===== src/pkg/jcl_pkg.sv =====
// constants and carrier types for the test-port configuration loader (host end)
// assumes a single device or a chain whose other members take the bypass opcode
// Contract
// - hold tms high five clocks, then one low
// - from idle, tms high two, low two
// - shift load opcode lsb first, six bits
// - last opcode bit zero with tms high
// - after instruction, high two, low two to shift-dr
// - bitstream goes msb first into configuration register
// - all but last bit with tms low
// - pass update-dr then go back toward shift-ir
// - startup opcode lsb first, exit, update-ir
// - at least sixteen idle clocks after startup opcode
// - tms high three clocks to reset
// - reconfigure after program pulse, then reload
// - chain: target gets load, others bypass
// - startup opcode to all, sixteen idle clocks
// - host spends enough idle clocks for other sources
// - clock startup and shutdown from test clock
// - instruction register six bits wide
package jcl_pkg;
   localparam int unsigned JCL_IR_W = 6;
   localparam logic [5:0] JCL_OP_CFG_LOAD = 6'h05;
   localparam logic [5:0] JCL_OP_STARTUP_CLOCK_INSTR = 6'h0c;
   localparam logic [5:0] JCL_OP_INSYS_CONFIG_BEGIN_INSTR = 6'h10;
   localparam logic [5:0] JCL_OP_INSYS_CONFIG_END_INSTR = 6'h16;
   localparam logic [5:0] JCL_OP_BYPASS = 6'h3f;
   localparam int unsigned JCL_RESET_CLKS = 5;
   localparam int unsigned JCL_IDLE_MIN_CLKS = 16;
   localparam int unsigned JCL_EXIT_CLKS = 3;
   localparam int unsigned JCL_PROG_CLKS = 4;
   // tck half period in sys_clk cycles
   localparam int unsigned JCL_TCK_HALF = 2;
   localparam int unsigned JCL_CNT_W = 32;
   localparam int unsigned JCL_DEV_W = 4;
   localparam int unsigned JCL_DATA_W = 8;

   typedef enum logic [0:0] {JCL_PH_LOW, JCL_PH_HIGH} jcl_phase_e;

   // one tck slot: levels of tms and tdi during it
   typedef struct packed {
      logic tms;
      logic tdi;
   } jcl_slot_s;

   // test port pins driven by the host
   typedef struct packed {
      logic tck;
      logic tms;
      logic tdi;
      logic program_n;
   } jcl_pins_s;

   // start request from user logic
   typedef struct packed {
      logic reprogram;
      logic [JCL_DEV_W-1:0] chain_len;
      logic [JCL_DEV_W-1:0] target;
      logic last_device;
      logic [JCL_CNT_W-1:0] nbits;
      logic [JCL_CNT_W-1:0] idle_clks;
   } jcl_req_s;
endpackage


===== src/rtl/jcl_fifo.sv =====
// small synchronous fifo for bitstream bytes
// assumes one clock, valid/ready on both sides
`timescale 1ns/1ps
`default_nettype none
module jcl_fifo #(
   parameter int unsigned WIDTH = 8,
   parameter int unsigned DEPTH = 8
) (
   // clock and reset
   input wire logic clk,
   input wire logic reset,
   input wire logic ce,
   // fill side
   input wire logic in_valid,
   output logic in_ready,
   input wire logic [WIDTH-1:0] in_data,
   // drain side
   output logic out_valid,
   input wire logic out_ready,
   output logic [WIDTH-1:0] out_data
);
   localparam int unsigned AW = $clog2(DEPTH);
   typedef struct packed {
      logic [AW-1:0] wp;
      logic [AW-1:0] rp;
      logic [AW:0] cnt;
      logic rdy;
   } jcl_fifo_s;
   jcl_fifo_s st_q;
   jcl_fifo_s st_d;
   logic [WIDTH-1:0] mem [DEPTH];
   logic push;
   logic pop;

   // handshake qualifiers
   assign in_ready = st_q.rdy; // registered so the fill side sees a flop
   assign out_valid = (st_q.cnt != '0);
   assign out_data = mem[st_q.rp];
   assign push = ce && in_valid && in_ready;
   assign pop = ce && out_valid && out_ready;

   // pointer and count update
   always_comb
   begin
      st_d = st_q;
      if (push)
      begin
         st_d.wp = (st_q.wp == AW'(DEPTH-1)) ? '0 : st_q.wp + 1'b1;
      end
      if (pop)
      begin
         st_d.rp = (st_q.rp == AW'(DEPTH-1)) ? '0 : st_q.rp + 1'b1;
      end
      if (push && !pop)
      begin
         st_d.cnt = st_q.cnt + 1'b1;
      end
      else if (pop && !push)
      begin
         st_d.cnt = st_q.cnt - 1'b1;
      end
      st_d.rdy = (st_d.cnt != (AW+1)'(DEPTH));
   end

   always_ff @(posedge clk or posedge reset)
   begin
      if (reset)
      begin
         st_q <= '0;
         st_q.rdy <= 1'b1;
      end
      else
      begin
         st_q <= st_d;
      end
   end

   // storage write
   always_ff @(posedge clk)
   begin
      if (push)
      begin
         mem[st_q.wp] <= in_data;
      end
   end
endmodule
`default_nettype wire


===== src/rtl/jcl_host.sv =====
// test-port host that loads a bitstream into one device of a scan chain
// assumes tdo comes from outside and tck is made here by dividing sys_clk
`timescale 1ns/1ps
`default_nettype none
module jcl_host
   import jcl_pkg::*;
#(
   parameter int unsigned DATA_W = JCL_DATA_W,
   parameter int unsigned FIFO_DEPTH = 8,
   parameter int unsigned IDLE_MIN = JCL_IDLE_MIN_CLKS
) (
   // clock, reset, enable
   input wire logic sys_clk,
   input wire logic reset,
   input wire logic ce,
   // request from user logic
   input wire logic start,
   input wire jcl_req_s req,
   output logic busy,
   output logic done,
   // bitstream bytes, msb of each byte first
   input wire logic data_valid,
   output logic data_ready,
   input wire logic [DATA_W-1:0] data,
   // test port pins
   output jcl_pins_s pins,
   input wire logic tdo,
   output logic tdo_seen
);
   typedef enum logic [3:0] {
      S_IDLE, S_PROG, S_RESET, S_TO_IR, S_IR, S_TO_DR, S_DR, S_POST_DR, S_IDLE_RUN, S_EXIT, S_DONE
   } jcl_state_e;

   typedef struct packed {
      jcl_state_e st;
      jcl_phase_e ph;
      logic [7:0] div;
      logic [JCL_CNT_W-1:0] cnt;
      logic [JCL_DEV_W-1:0] dev;
      logic startup;
      logic [DATA_W-1:0] sh;
      logic [$clog2(DATA_W+1)-1:0] nb;
      jcl_req_s rq;
      jcl_pins_s pins;
      logic busy;
      logic done;
      logic tdo_seen;
      logic [1:0] tdo_sync;
   } jcl_host_s;

   jcl_host_s q;
   jcl_host_s d;
   logic fifo_valid;
   logic fifo_pop;
   logic [DATA_W-1:0] fifo_data;
   logic fall;
   logic [JCL_CNT_W-1:0] ir_len;

   // opcode bit of device dev at chain position pos; other devices get bypass, all devices get startup when su
   function automatic logic ir_bit(input logic [JCL_DEV_W-1:0] tgt, input logic [JCL_CNT_W-1:0] pos,
                                   input logic su, input logic [JCL_DEV_W-1:0] len);
      logic [JCL_DEV_W-1:0] dv;
      logic [2:0] b;
      logic [5:0] op;
      dv = JCL_DEV_W'(pos / JCL_IR_W);
      b = 3'(pos % JCL_IR_W);
      if (su)
      begin
         op = JCL_OP_STARTUP_CLOCK_INSTR;
      end
      else if (dv == tgt)
      begin
         op = JCL_OP_CFG_LOAD;
      end
      else
      begin
         op = JCL_OP_BYPASS;
      end
      ir_bit = (dv < len) ? op[b] : 1'b1;
   endfunction

   // bitstream buffer between source and shifter
   jcl_fifo #(.WIDTH(DATA_W), .DEPTH(FIFO_DEPTH)) u_fifo (
      .clk(sys_clk),
      .reset(reset),
      .ce(ce),
      .in_valid(data_valid),
      .in_ready(data_ready),
      .in_data(data),
      .out_valid(fifo_valid),
      .out_ready(fifo_pop),
      .out_data(fifo_data)
   );

   // one tck period is a low half then a high half; tms and tdi change only at the falling edge
   assign fall = (q.ph == JCL_PH_HIGH) && (q.div == 8'(JCL_TCK_HALF - 1));
   assign ir_len = JCL_CNT_W'(q.rq.chain_len) * JCL_CNT_W'(JCL_IR_W);
   assign fifo_pop = fall && (q.st == S_DR) && (q.nb == '0) && (q.cnt != '0);
   assign busy = q.busy;
   assign done = q.done;
   assign pins = q.pins;
   assign tdo_seen = q.tdo_seen;

   // sequencer
   always_comb
   begin
      d = q;
      d.done = 1'b0;
      d.tdo_sync = {q.tdo_sync[0], tdo};
      if (q.st != S_IDLE && q.st != S_PROG)
      begin
         if (q.div == 8'(JCL_TCK_HALF - 1))
         begin
            d.div = '0;
            d.ph = (q.ph == JCL_PH_LOW) ? JCL_PH_HIGH : JCL_PH_LOW;
            d.pins.tck = (q.ph == JCL_PH_LOW);
         end
         else
         begin
            d.div = q.div + 1'b1;
         end
         // tdo moves at tck fall and needs the low half to cross the synchroniser: take it one clock after the rise
         if (q.ph == JCL_PH_HIGH && q.div == '0)
         begin
            d.tdo_seen = q.tdo_sync[1];
         end
      end
      case (q.st)
         S_IDLE:
         begin
            d.pins.tck = 1'b0;
            if (start)
            begin
               d.rq = req;
               d.busy = 1'b1;
               d.dev = req.target;
               d.startup = 1'b0;
               d.div = '0;
               d.ph = JCL_PH_LOW;
               d.pins.tms = 1'b1;
               d.cnt = JCL_CNT_W'(JCL_RESET_CLKS);
               d.st = S_RESET;
               if (req.reprogram)
               begin
                  d.pins.program_n = 1'b0;
                  d.cnt = JCL_CNT_W'(JCL_PROG_CLKS);
                  d.st = S_PROG;
               end
            end
         end
         S_PROG:
         begin
            if (q.cnt == JCL_CNT_W'(1))
            begin
               d.pins.program_n = 1'b1;
               d.cnt = JCL_CNT_W'(JCL_RESET_CLKS);
               d.st = S_RESET;
            end
            else
            begin
               d.cnt = q.cnt - 1'b1;
            end
         end
         default:
         begin
            if (fall)
            begin
               d.cnt = q.cnt - 1'b1;
               case (q.st)
                  S_RESET:
                  begin
                     if (q.cnt == JCL_CNT_W'(1))
                     begin
                        d.pins.tms = 1'b0;
                        d.cnt = JCL_CNT_W'(5);
                        d.st = S_TO_IR;
                     end
                  end
                  S_TO_IR:
                  begin
                     // one idle clock, two high, two low
                     d.pins.tms = (q.cnt == JCL_CNT_W'(5) || q.cnt == JCL_CNT_W'(4));
                     if (q.cnt == JCL_CNT_W'(1))
                     begin
                        d.cnt = ir_len;
                        d.pins.tdi = ir_bit(q.dev, '0, q.startup, q.rq.chain_len);
                        d.pins.tms = (ir_len == JCL_CNT_W'(1));
                        d.st = S_IR;
                     end
                  end
                  S_IR:
                  begin
                     if (q.cnt == JCL_CNT_W'(1))
                     begin
                        d.pins.tms = 1'b1;
                        d.pins.tdi = 1'b0;
                        d.cnt = q.startup ? JCL_CNT_W'(1) : JCL_CNT_W'(3);
                        d.st = S_TO_DR;
                     end
                     else
                     begin
                        // opcode lsb first, final zero with tms high
                        d.pins.tdi = ir_bit(q.dev, ir_len - q.cnt + 1'b1, q.startup, q.rq.chain_len);
                        d.pins.tms = (q.cnt == JCL_CNT_W'(2));
                     end
                  end
                  S_TO_DR:
                  begin
                     if (q.startup)
                     begin
                        // update-ir then idle
                        d.pins.tms = 1'b0;
                        if (q.cnt == JCL_CNT_W'(1))
                        begin
                           // one extra slot: the last idle slot already raises tms toward reset
                           d.cnt = ((q.rq.idle_clks > JCL_CNT_W'(IDLE_MIN)) ? q.rq.idle_clks : JCL_CNT_W'(IDLE_MIN))
                                   + 1'b1;
                           d.st = S_IDLE_RUN;
                        end
                        else
                        begin
                           d.pins.tms = 1'b1;
                        end
                     end
                     else
                     begin
                        // first high slot was set on leaving shift-ir, one more high, then two low
                        d.pins.tms = (q.cnt == JCL_CNT_W'(3));
                        if (q.cnt == JCL_CNT_W'(1))
                        begin
                           // each bypassed device between tdi and the target delays the stream one bit
                           d.cnt = q.rq.nbits + JCL_CNT_W'(JCL_DEV_W'(q.rq.chain_len - q.dev - 1'b1));
                           d.nb = '0;
                           d.st = S_DR;
                        end
                     end
                  end
                  S_DR:
                  begin
                     if (q.cnt == '0)
                     begin
                        d.cnt = q.cnt;
                     end
                     else if (q.nb == '0)
                     begin
                        if (fifo_valid)
                        begin
                           d.pins.tdi = fifo_data[DATA_W-1];
                           d.sh = {fifo_data[DATA_W-2:0], 1'b0};
                           d.nb = ($bits(d.nb))'(DATA_W - 1);
                           d.pins.tms = (q.cnt == JCL_CNT_W'(1));
                        end
                        else
                        begin
                           // starved: wait, tck keeps running in pause state is avoided by holding count
                           d.cnt = q.cnt;
                        end
                     end
                     else
                     begin
                        d.pins.tdi = q.sh[DATA_W-1];
                        d.sh = {q.sh[DATA_W-2:0], 1'b0};
                        d.nb = q.nb - 1'b1;
                        d.pins.tms = (q.cnt == JCL_CNT_W'(1));
                     end
                     if (q.cnt == '0 && q.pins.tms)
                     begin
                        d.pins.tms = 1'b1;
                        d.cnt = JCL_CNT_W'(3);
                        d.st = S_POST_DR;
                     end
                  end
                  S_POST_DR:
                  begin
                     // update-dr, then tms high through idle-less path to select-ir
                     d.pins.tms = (q.cnt != JCL_CNT_W'(1));
                     if (q.cnt == JCL_CNT_W'(1))
                     begin
                        d.startup = q.rq.last_device;
                        // already in capture-ir: one low slot left before shift-ir
                        d.cnt = JCL_CNT_W'(2);
                        d.st = q.rq.last_device ? S_TO_IR : S_DONE;
                     end
                  end
                  S_IDLE_RUN:
                  begin
                     d.pins.tms = 1'b0;
                     if (q.cnt == JCL_CNT_W'(1))
                     begin
                        d.pins.tms = 1'b1;
                        d.cnt = JCL_CNT_W'(JCL_EXIT_CLKS);
                        d.st = S_EXIT;
                     end
                  end
                  S_EXIT:
                  begin
                     if (q.cnt == JCL_CNT_W'(1))
                     begin
                        d.st = S_DONE;
                     end
                  end
                  default:
                  begin
                     d.busy = 1'b0;
                     d.done = 1'b1;
                     d.pins.tms = 1'b1;
                     d.st = S_IDLE;
                  end
               endcase
            end
         end
      endcase
   end

   always_ff @(posedge sys_clk or posedge reset)
   begin
      if (reset)
      begin
         q <= '0;
         q.st <= S_IDLE;
         q.pins.tms <= 1'b1;
         q.pins.program_n <= 1'b1;
      end
      else if (ce)
      begin
         q <= d;
      end
   end
endmodule
`default_nettype wire


===== config.mk =====
export PLATFORM = sky130hd
export DESIGN_NAME = jcl_host
export DESIGN_NICKNAME = d
export VERILOG_FILES = /design/src/pkg/jcl_pkg.sv /design/src/rtl/jcl_fifo.sv /design/src/rtl/jcl_host.sv
export SDC_FILE = /design/constraint.sdc
export NUM_CORES = 1
export LEC_CHECK = 0
export BUFFER_PORTS_ARGS = -buffer_cell sky130_fd_sc_hd__buf_2
export CAP_MARGIN = 10
export CORE_ASPECT_RATIO = 1.75
export CORE_MARGIN = 2
export CORE_UTILIZATION = 40
export DETAILED_ROUTE_END_ITERATION = 6
export GPL_TIMING_DRIVEN = 0
export PLACE_DENSITY = 0.53
export REMOVE_ABC_BUFFERS = 1
export SYNTH_ARGS = -nofsm -noshare
export SYNTH_HDL_FRONTEND = slang
export SYNTH_HIERARCHICAL = 1
export SYNTH_SLANG_ARGS = --single-unit

===== constraint.sdc =====
create_clock -name sys_clk -period 11.58 [get_ports sys_clk]
set_input_delay 1.737 -clock sys_clk [delete_from_list [all_inputs] [get_ports sys_clk]]
set_output_delay 1.737 -clock sys_clk [all_outputs]
set_load 0.005 [all_outputs]

# Word level (Yosys, flattened, before mapping)
# Memories as Yosys holds them, arrays and structs flattened.
# Cells that the tools add are included.
[word_totals]
register_bits = 151
inputBits = 88
mem_bits_rw = 64
memories = 1
word_cells = 233
[memory_table]
columns = ["name", "depth", "word_bits", "read_ports", "rd_ports_with_merged_regs", "wr", "line_no", "source"]
rows = [
  ["u_fifo.mem", 8, 8, 1, 0, 1, "jcl_fifo.sv:31", "logic [WIDTH-1:0] mem [DEPTH];"],
]
[classes]
n_bitwise = 4
n_div = 2
muxes = 94
reduce_logical = 46
n_eq_ne = 44
multipliers = 1
n_addsub = 13
magnitude_cmp = 4
[ops]
columns = ["operator", "count"]
rows = [
  ["$mux W32", 14],
  ["$pmux W32 S7", 1],
  ["$mux W4", 17],
  ["$add A32 B1 Y32 const B", 2],
  ["$eq A32 B2 Y1 const B", 2],
  ["$eq A32 B3 Y1 const B", 2],
  ["$pmux W32 S2", 1],
  ["$mux W50", 1],
  ["$mux W12", 3],
  ["$mux W6", 6],
  ["$add A32 B4 Y32", 1],
  ["$div A32 B3 Y32 const B", 1],
  ["$eq A32 B1 Y1 const B", 1],
  ["$gt A32 B5 Y1 const B", 1],
  ["$logic_not A32 Y1", 1],
  ["$mod A32 B3 Y32 const B", 1],
  ["$ne A32 B1 Y1 const B", 1],
  ["$pmux W4 S8", 1],
  ["$reduce_bool A32 Y1", 1],
  ["$sub A32 B1 Y32 const B", 1],
  ["$sub A7 B32 Y32", 1],
  ["$mux W1", 23],
  ["$mux W2", 11],
  ["$ne A3 B3 Y1 const B", 7],
  ["other kinds (50)", 107],
]

# Logic depth before layout (Yosys ltp)
[logic_depth]
word_depth = 18
mapped_depth = 45
ltp_nobuf = 41

# Modules after synthesis
# Netlist, hierarchy kept.
[modules_own_cells]
columns = ["module", "area_each_um2", "instances", "cells_per_inst"]
rows = [
  ["jcl_host", 13434.1, 1, 1678],
  ["jcl_fifo", 3061.7, 1, 159],
]

# Least setup slack after synthesis
# OpenSTA, ideal clock, no wires.
[synth_path]
path_kind = "flip-flop to flip-flop"
from = "register q[79] (netlist bit)"
to = "register, netlist name pins[1]"
slack_ns = 1.328
path_stages_with_launch = 43
period_less_slack_ns = 10.252
t_arrival_ns = 10.111
path_buffers = 2
cell_sequence = "dfrtp_1 ha_1 fa_1 xor2_1 ha_1 ha_1 or2_2 o21ai_1 a211oi_2 xnor2_1 xnor2_1 a21oi_1 a211oi_1 a2111oi_0 nor3b_2 o2111a_2 mux2_4 o21ai_4 (+7 left out) mux2_4 o311ai_4 a211o_2 nand3_4 buf_6 and3_4 a221oi_2 nand2_1 nand2_1 o21ai_0 nand2_1 o21ai_0 ha_1 or3_1 a221oi_1 a221oi_1 o211ai_1 a41oi_2"
[synth_via]
elab_chain_len = 16
elab_cells_between_ends = 21
cone_classes = "2 x add/sub; 1 x mul; 2 x div; 2 x order compare; 1 x eq/ne; 13 x mux"
[synth_rtl]
columns = ["item", "line_no", "source"]
rows = [
  ["start: declaration", "jcl_host.sv:51", "jcl_host_s q;"],
  ["$mul A4 B2 Y6", "jcl_host.sv:97", "assign ir_len = JCL_CNT_W'(q.rq.chain_len) * JCL_CNT_W'(JCL_IR_W);"],
  ["$sub A7 B32 Y32", "jcl_host.sv:203", "d.pins.tdi = ir_bit(q.dev, ir_len - q.cnt + 1'b1, q.startup, q.rq.chain_len);"],
  ["$add A32 B1 Y32", "jcl_host.sv:203", ""],
  ["$div A32 B3 Y32", "jcl_host.sv:65", "dv = JCL_DEV_W'(pos / JCL_IR_W);"],
  ["$eq A4 B4 Y1", "jcl_host.sv:71", "else if (dv == tgt)"],
  ["$mux W6", "jcl_host.sv:71", ""],
  ["$mux W6", "jcl_host.sv:67", "if (su)"],
  ["$mux W6", "jcl_host.sv:193", "if (q.cnt == JCL_CNT_W'(1))"],
  ["$mux W6", "jcl_host.sv:169", "case (q.st)"],
  ["$mux W6", "jcl_host.sv:166", "if (fall)"],
  ["$mux W6", "jcl_host.sv:128", "case (q.st)"],
  ["$bmux W1 S3", "jcl_host.sv:79", "ir_bit = (dv < len) ? op[b] : 1'b1;"],
  ["$mux W1 (implied by the code)", "jcl_host.sv:79", ""],
  ["$mux W1", "jcl_host.sv:79", ""],
  ["$mux W2", "jcl_host.sv:193", ""],
  ["$pmux W1 S3 (*)", "jcl_host.sv:169", ""],
]
# Mark *: on every way between the ends. The rest lies on a longest branch, timed or not. The select of a mux whose other input is x is not followed.
# A chain may end at the register's enable or synchronous reset.

# Worst setup path after layout
[layout_path]
from = "register q[79] (netlist bit)"
to = "register, netlist name pins[1]"
[layout_via]
elab_chain_len = 16
elab_cells_between_ends = 21
cone_classes = "2 x add/sub; 1 x mul; 2 x div; 2 x order compare; 1 x eq/ne; 13 x mux"
[layout_rtl]
columns = ["item", "line_no"]
rows = [
  ["$mul A4 B2 Y6", "jcl_host.sv:97"],
  ["$sub A7 B32 Y32", "jcl_host.sv:203"],
  ["$add A32 B1 Y32", "jcl_host.sv:203"],
  ["$div A32 B3 Y32", "jcl_host.sv:65"],
  ["$eq A4 B4 Y1", "jcl_host.sv:71"],
  ["$mux W6", "jcl_host.sv:71"],
  ["$mux W6", "jcl_host.sv:67"],
  ["$mux W6", "jcl_host.sv:193"],
  ["$mux W6", "jcl_host.sv:169"],
  ["$mux W6", "jcl_host.sv:166"],
  ["$mux W6", "jcl_host.sv:128"],
  ["$bmux W1 S3", "jcl_host.sv:79"],
  ["$mux W1 (implied by the code)", "jcl_host.sv:79"],
  ["$mux W1", "jcl_host.sv:79"],
  ["$mux W2", "jcl_host.sv:193"],
  ["$pmux W1 S3 (*)", "jcl_host.sv:169"],
]
# Marked as above.

==> flow_summary_export.csv <==
group,metric,value,unit
place,port_buffers,95,
setup_path,cp_max_fo,9,
global_routing,grt_use_met2,43.7,%
die,dieArea,42900,um2
power,p_sw_share,41.5,%
route,dr.pass1.iters,5,
die,die_y,273,um
power,power.switching,1.27,mW
cells_and_area,syn_to_final_growth,13.1,%
setup_path,crit_path_frequent_cell,"ha_1",
route,vias_per_cell,5.83,
die,die_x,158,um
logic_synthesis,syn_inst,1837,
sta,skew,0.0161,ns
power,internal_power,1.79,mW
hold_path,hold-path-endpoint,"busy",
sta,fmax,0.0900,GHz
power,pwr-share-seq,29.3,%
global_routing,use_met3,1.67,%
cells_and_area,drive_gt1_share,20.1,%
sta,finalCriticalPeriod,11.11,ns
global_routing,grt_max_degree,78,
logic_synthesis,yosysSeqAreaShare,34.4,%
sta,drv_slew,0,
hold_path,worstHoldPathCells,2,
route,vias,14200,
die,core_area,40800,um2
logic_synthesis,ys_ff_latch,214,
sta,slew_headroom,22.4,%
route,drt_iter0_drc,752,
logic_synthesis,synthArstFlopShare,70.1,%
global_routing,grt.overflow.total,0,
setup_path,slowest_delay,0.59,ns
power,power_density,164,nW/um2
cells_and_area,nFillCells,3932,
route,drc_errors,0,
clock_network,htreeDepth,1,
clock_network,hold_buffers,0,
cells_and_area,diodes,0,
die,start_util,40.4,%
clock_network,cts.clk_slew.worst_paths,0.07,ns
logic_synthesis,synth_area,16500,um2
place,placed_cells,2385,
logic_synthesis,yosysWarnings,6,
cells_and_area,final_util,45.7,%
global_routing,use_met1,24.2,%
global_routing,grt_antenna_before_repair,0,
logic_synthesis,avgSynthCellArea,8.98,um2
route,drt-wirelength-per-cell,19.9,um
route,drtAntennaViolNets,0,
power,p_comb_share,47.7,%
logic_synthesis,synthDistinctLibCells,115,
clock_network,clock_sinks,214,
sta,tightestPinTransition,1.15,ns
logic_synthesis,synth_enable_flop_cells,64,
setup_path,critPathLaunchType,"flip-flop",
logic_synthesis,ys.flop_type,"dfrtp_1",
cells_and_area,fin_nets,2015,
route,postRouteWirelength,48500,um
global_routing,grt_usage,22.3,%
hold_path,min_path_type,"reg -> reg",
hold_path,min_from,"busy",
power,leakage,7.37,nW
setup_path,timing.rr.start,"q[79]",
global_routing,grt_busiest_layer,"met2",
cells_and_area,fin_area,18700,um2
clock_network,cts_buffers,20,
setup_path,critPathKind,"reg -> reg",
setup_path,rrSetupSlack,0.47,ns
place,place_hpwl,36900,um
flow_run,max_cap_violations,0,
setup_path,crit_slowest_cell,"o311ai_1",
global_routing,first_global_vias,14300,
setup_path,r2r_end,"pins[1]",
place,placed_area,17400,um2
sta,hold_violations,0,
die,io_pins,96,
global_routing,grt_pass1_wl,76700,um
die,rows,98,
clock_network,clock_path_buffers,3,
setup_path,worstPathRequired,11.96,ns
setup_path,rr_worst_depth,41,
clock_network,clk_latency,0.52,ns
power,p_total,3.06,mW
sta,finalCritPeriodShare,95.9,%
power,peakVddDrop,0.132,mV
run_status,status,"complete, no violations",
sta,setup_viol,0,
place,gp_congestion,0.890,
cells_and_area,instances_no_fill,2442,
setup_path,critPathArrivalTime,11.48,ns
clock_network,root_buffer,"clkbuf_16",
power,clkPwrFrac,22.9,%
clock_network,cts_tree,"built",
setup_path,cp-end-kind,"flip-flop",
==> timing repair <==
item                                    in CTS  in global routing
resized for setup                           11                 52
endpoints found under the setup margin       1                  1
pin swaps                                    1                 21
gates cloned                                 0                  2
buffers inserted                             3                 16
==> through the flow <==
stage,setup TNS [ns],setup slack (ns),hold WS [ns]
floorplan,0,1.04,0.460
global placement,-1.12,-1.12,0.457
detailed placement,-1.31,-1.31,0.460
CTS,0,0.000744,0.476
global route,-0.0597,-0.0597,0.527
finish,0,0.475,0.472
==> critical path: cells and delay by family, from the launching register on <==
kind            cells  cell delay, ns
simple gates        8            2.42
fa+ha+maj           5            1.45
flops               1            0.47
buf+inv             3            0.48
mux                 1            0.31
xor+xnor            2            0.72
compound gates     22            5.11
==> how the worst max path moves through the flow <==
stage,end,depth (start not counted),slack (ns),start
finish,pins[1],41,0.47,q[79]
global placement,pins[1],39,-1.12,q[79]
floorplan,pins[1],39,1.04,q[79]
CTS,pins[1],40,0.0007,q[79]
global route,pins[1],44,-0.06,q[79]
detailed placement,pins[1],39,-1.31,q[79]
==> placed cells by master, fill, tap and decap left out, drive strengths merged, types with 12 or more instances in the layout <==
master / count
a211oi: 12
a21o: 12
a21oi: 105
a221oi: 21
a31oi: 20
and2: 14
and3: 23
buf: 123
clkbuf: 27
dfrtp: 147
edfxtp: 64
ha: 45
inv: 58
mux2: 93
mux2i: 13
mux4: 16
nand2: 169
nand3: 72
nand4: 28
nor2: 183
nor2b: 15
nor3: 65
nor4: 36
o211ai: 12
o21ai: 121
o221ai: 12
o22ai: 22
or3: 15
xnor2: 90
xor2: 74
==> kinds of logic after synthesis <==
| group | Yosys count | share of synthesized area, % |
|---|---|---|
| mux | 122 | 9.37 |
| buf+inv | 165 | 4.10 |
| fa+ha+maj | 50 | 3.96 |
| simple gates | 663 | 19.8 |
| compound gates | 461 | 19.6 |
| flops | 214 | 34.4 |
| xor+xnor | 162 | 8.69 |
==> Yosys cell counts, drive strengths merged (7+ instances only) <==
library cell  instances  share of area, %
edfxtp               64                12
or2                   8              0.30
a2111oi               9              0.78
nand4                28               1.1
buf                  31               1.1
nor3                 65               2.0
o211ai               12              0.58
a31oi                20              0.80
a311oi                8              0.46
xor2                 73               4.0
and2                 14              0.56
nor2b                15              0.57
o21ai               121               3.8
a211o                 7              0.38
or4                   7              0.39
nand2               169               3.8
o22ai                22              0.83
dfrtp               147                22
a221oi               21               1.2
nor2                183               4.2
nor4                 36               1.7
and3                 23              0.90
o2111ai              10              0.71
mux4                 16               2.2
nand2b               11              0.42
nand3                72               2.3
a211oi               12              0.61
o221ai               12              0.71
ha                   45               3.4
xnor2                89               4.7
or3                  15              0.57
a21o                 12              0.55
o21a                 11              0.55
a21boi                7              0.34
inv                  58               1.3
mux2                 93               6.4
a21oi               105               3.2
clkbuf               75               1.7
a22oi                11              0.53
o31ai                 8              0.39
mux2i                13              0.79
==> layer usage <==
| metal | wire, um | vias up |
|---|---|---|
| met5 | 0 | - |
| met4 | 1920 | 0 |
| met3 | 1450 | 98 |
| met2 | 27000 | 360 |
| met1 | 18200 | 6907 |
| li1 | - | 6876 |
==> final cells by class <==
class / instances / area [um2] / area share (%)
well taps: 550 / 688 / 3.69
clock inverters: 9 / 110 / 0.590
multi-input cells: 1460 / 10600 / 56.8
repair buffers: 123 / 776 / 4.16
clock buffers: 27 / 578 / 3.10
inverters: 59 / 226 / 1.21
flip-flops and latches: 214 / 5680 / 30.5
==> registers in the layout, indices dropped and copies added (netlist names) <==
| name | cells |
|---|---|
| pins | 4 |
| busy | 1 |
| u_fifo/in_ready | 1 |
| done | 1 |
| tdo_seen | 1 |
| u_fifo/st_q | 10 |
| u_fifo/mem | 64 |
| q | 131 |
| d | 1 |
==> power by group through the flow <==
stage | Sequential (mW) | Clock (mW) | Combinational [mW]
detailed placement | 0.907 | 0 | 1.35
global placement | 0.903 | 0 | 1.33
finish | 0.896 | 0.701 | 1.46
floorplan | 0.888 | 0 | 1.04
CTS | 0.892 | 0.721 | 1.38
global route | 0.904 | 0.746 | 1.61
Power figures use the tool's default switching activity.
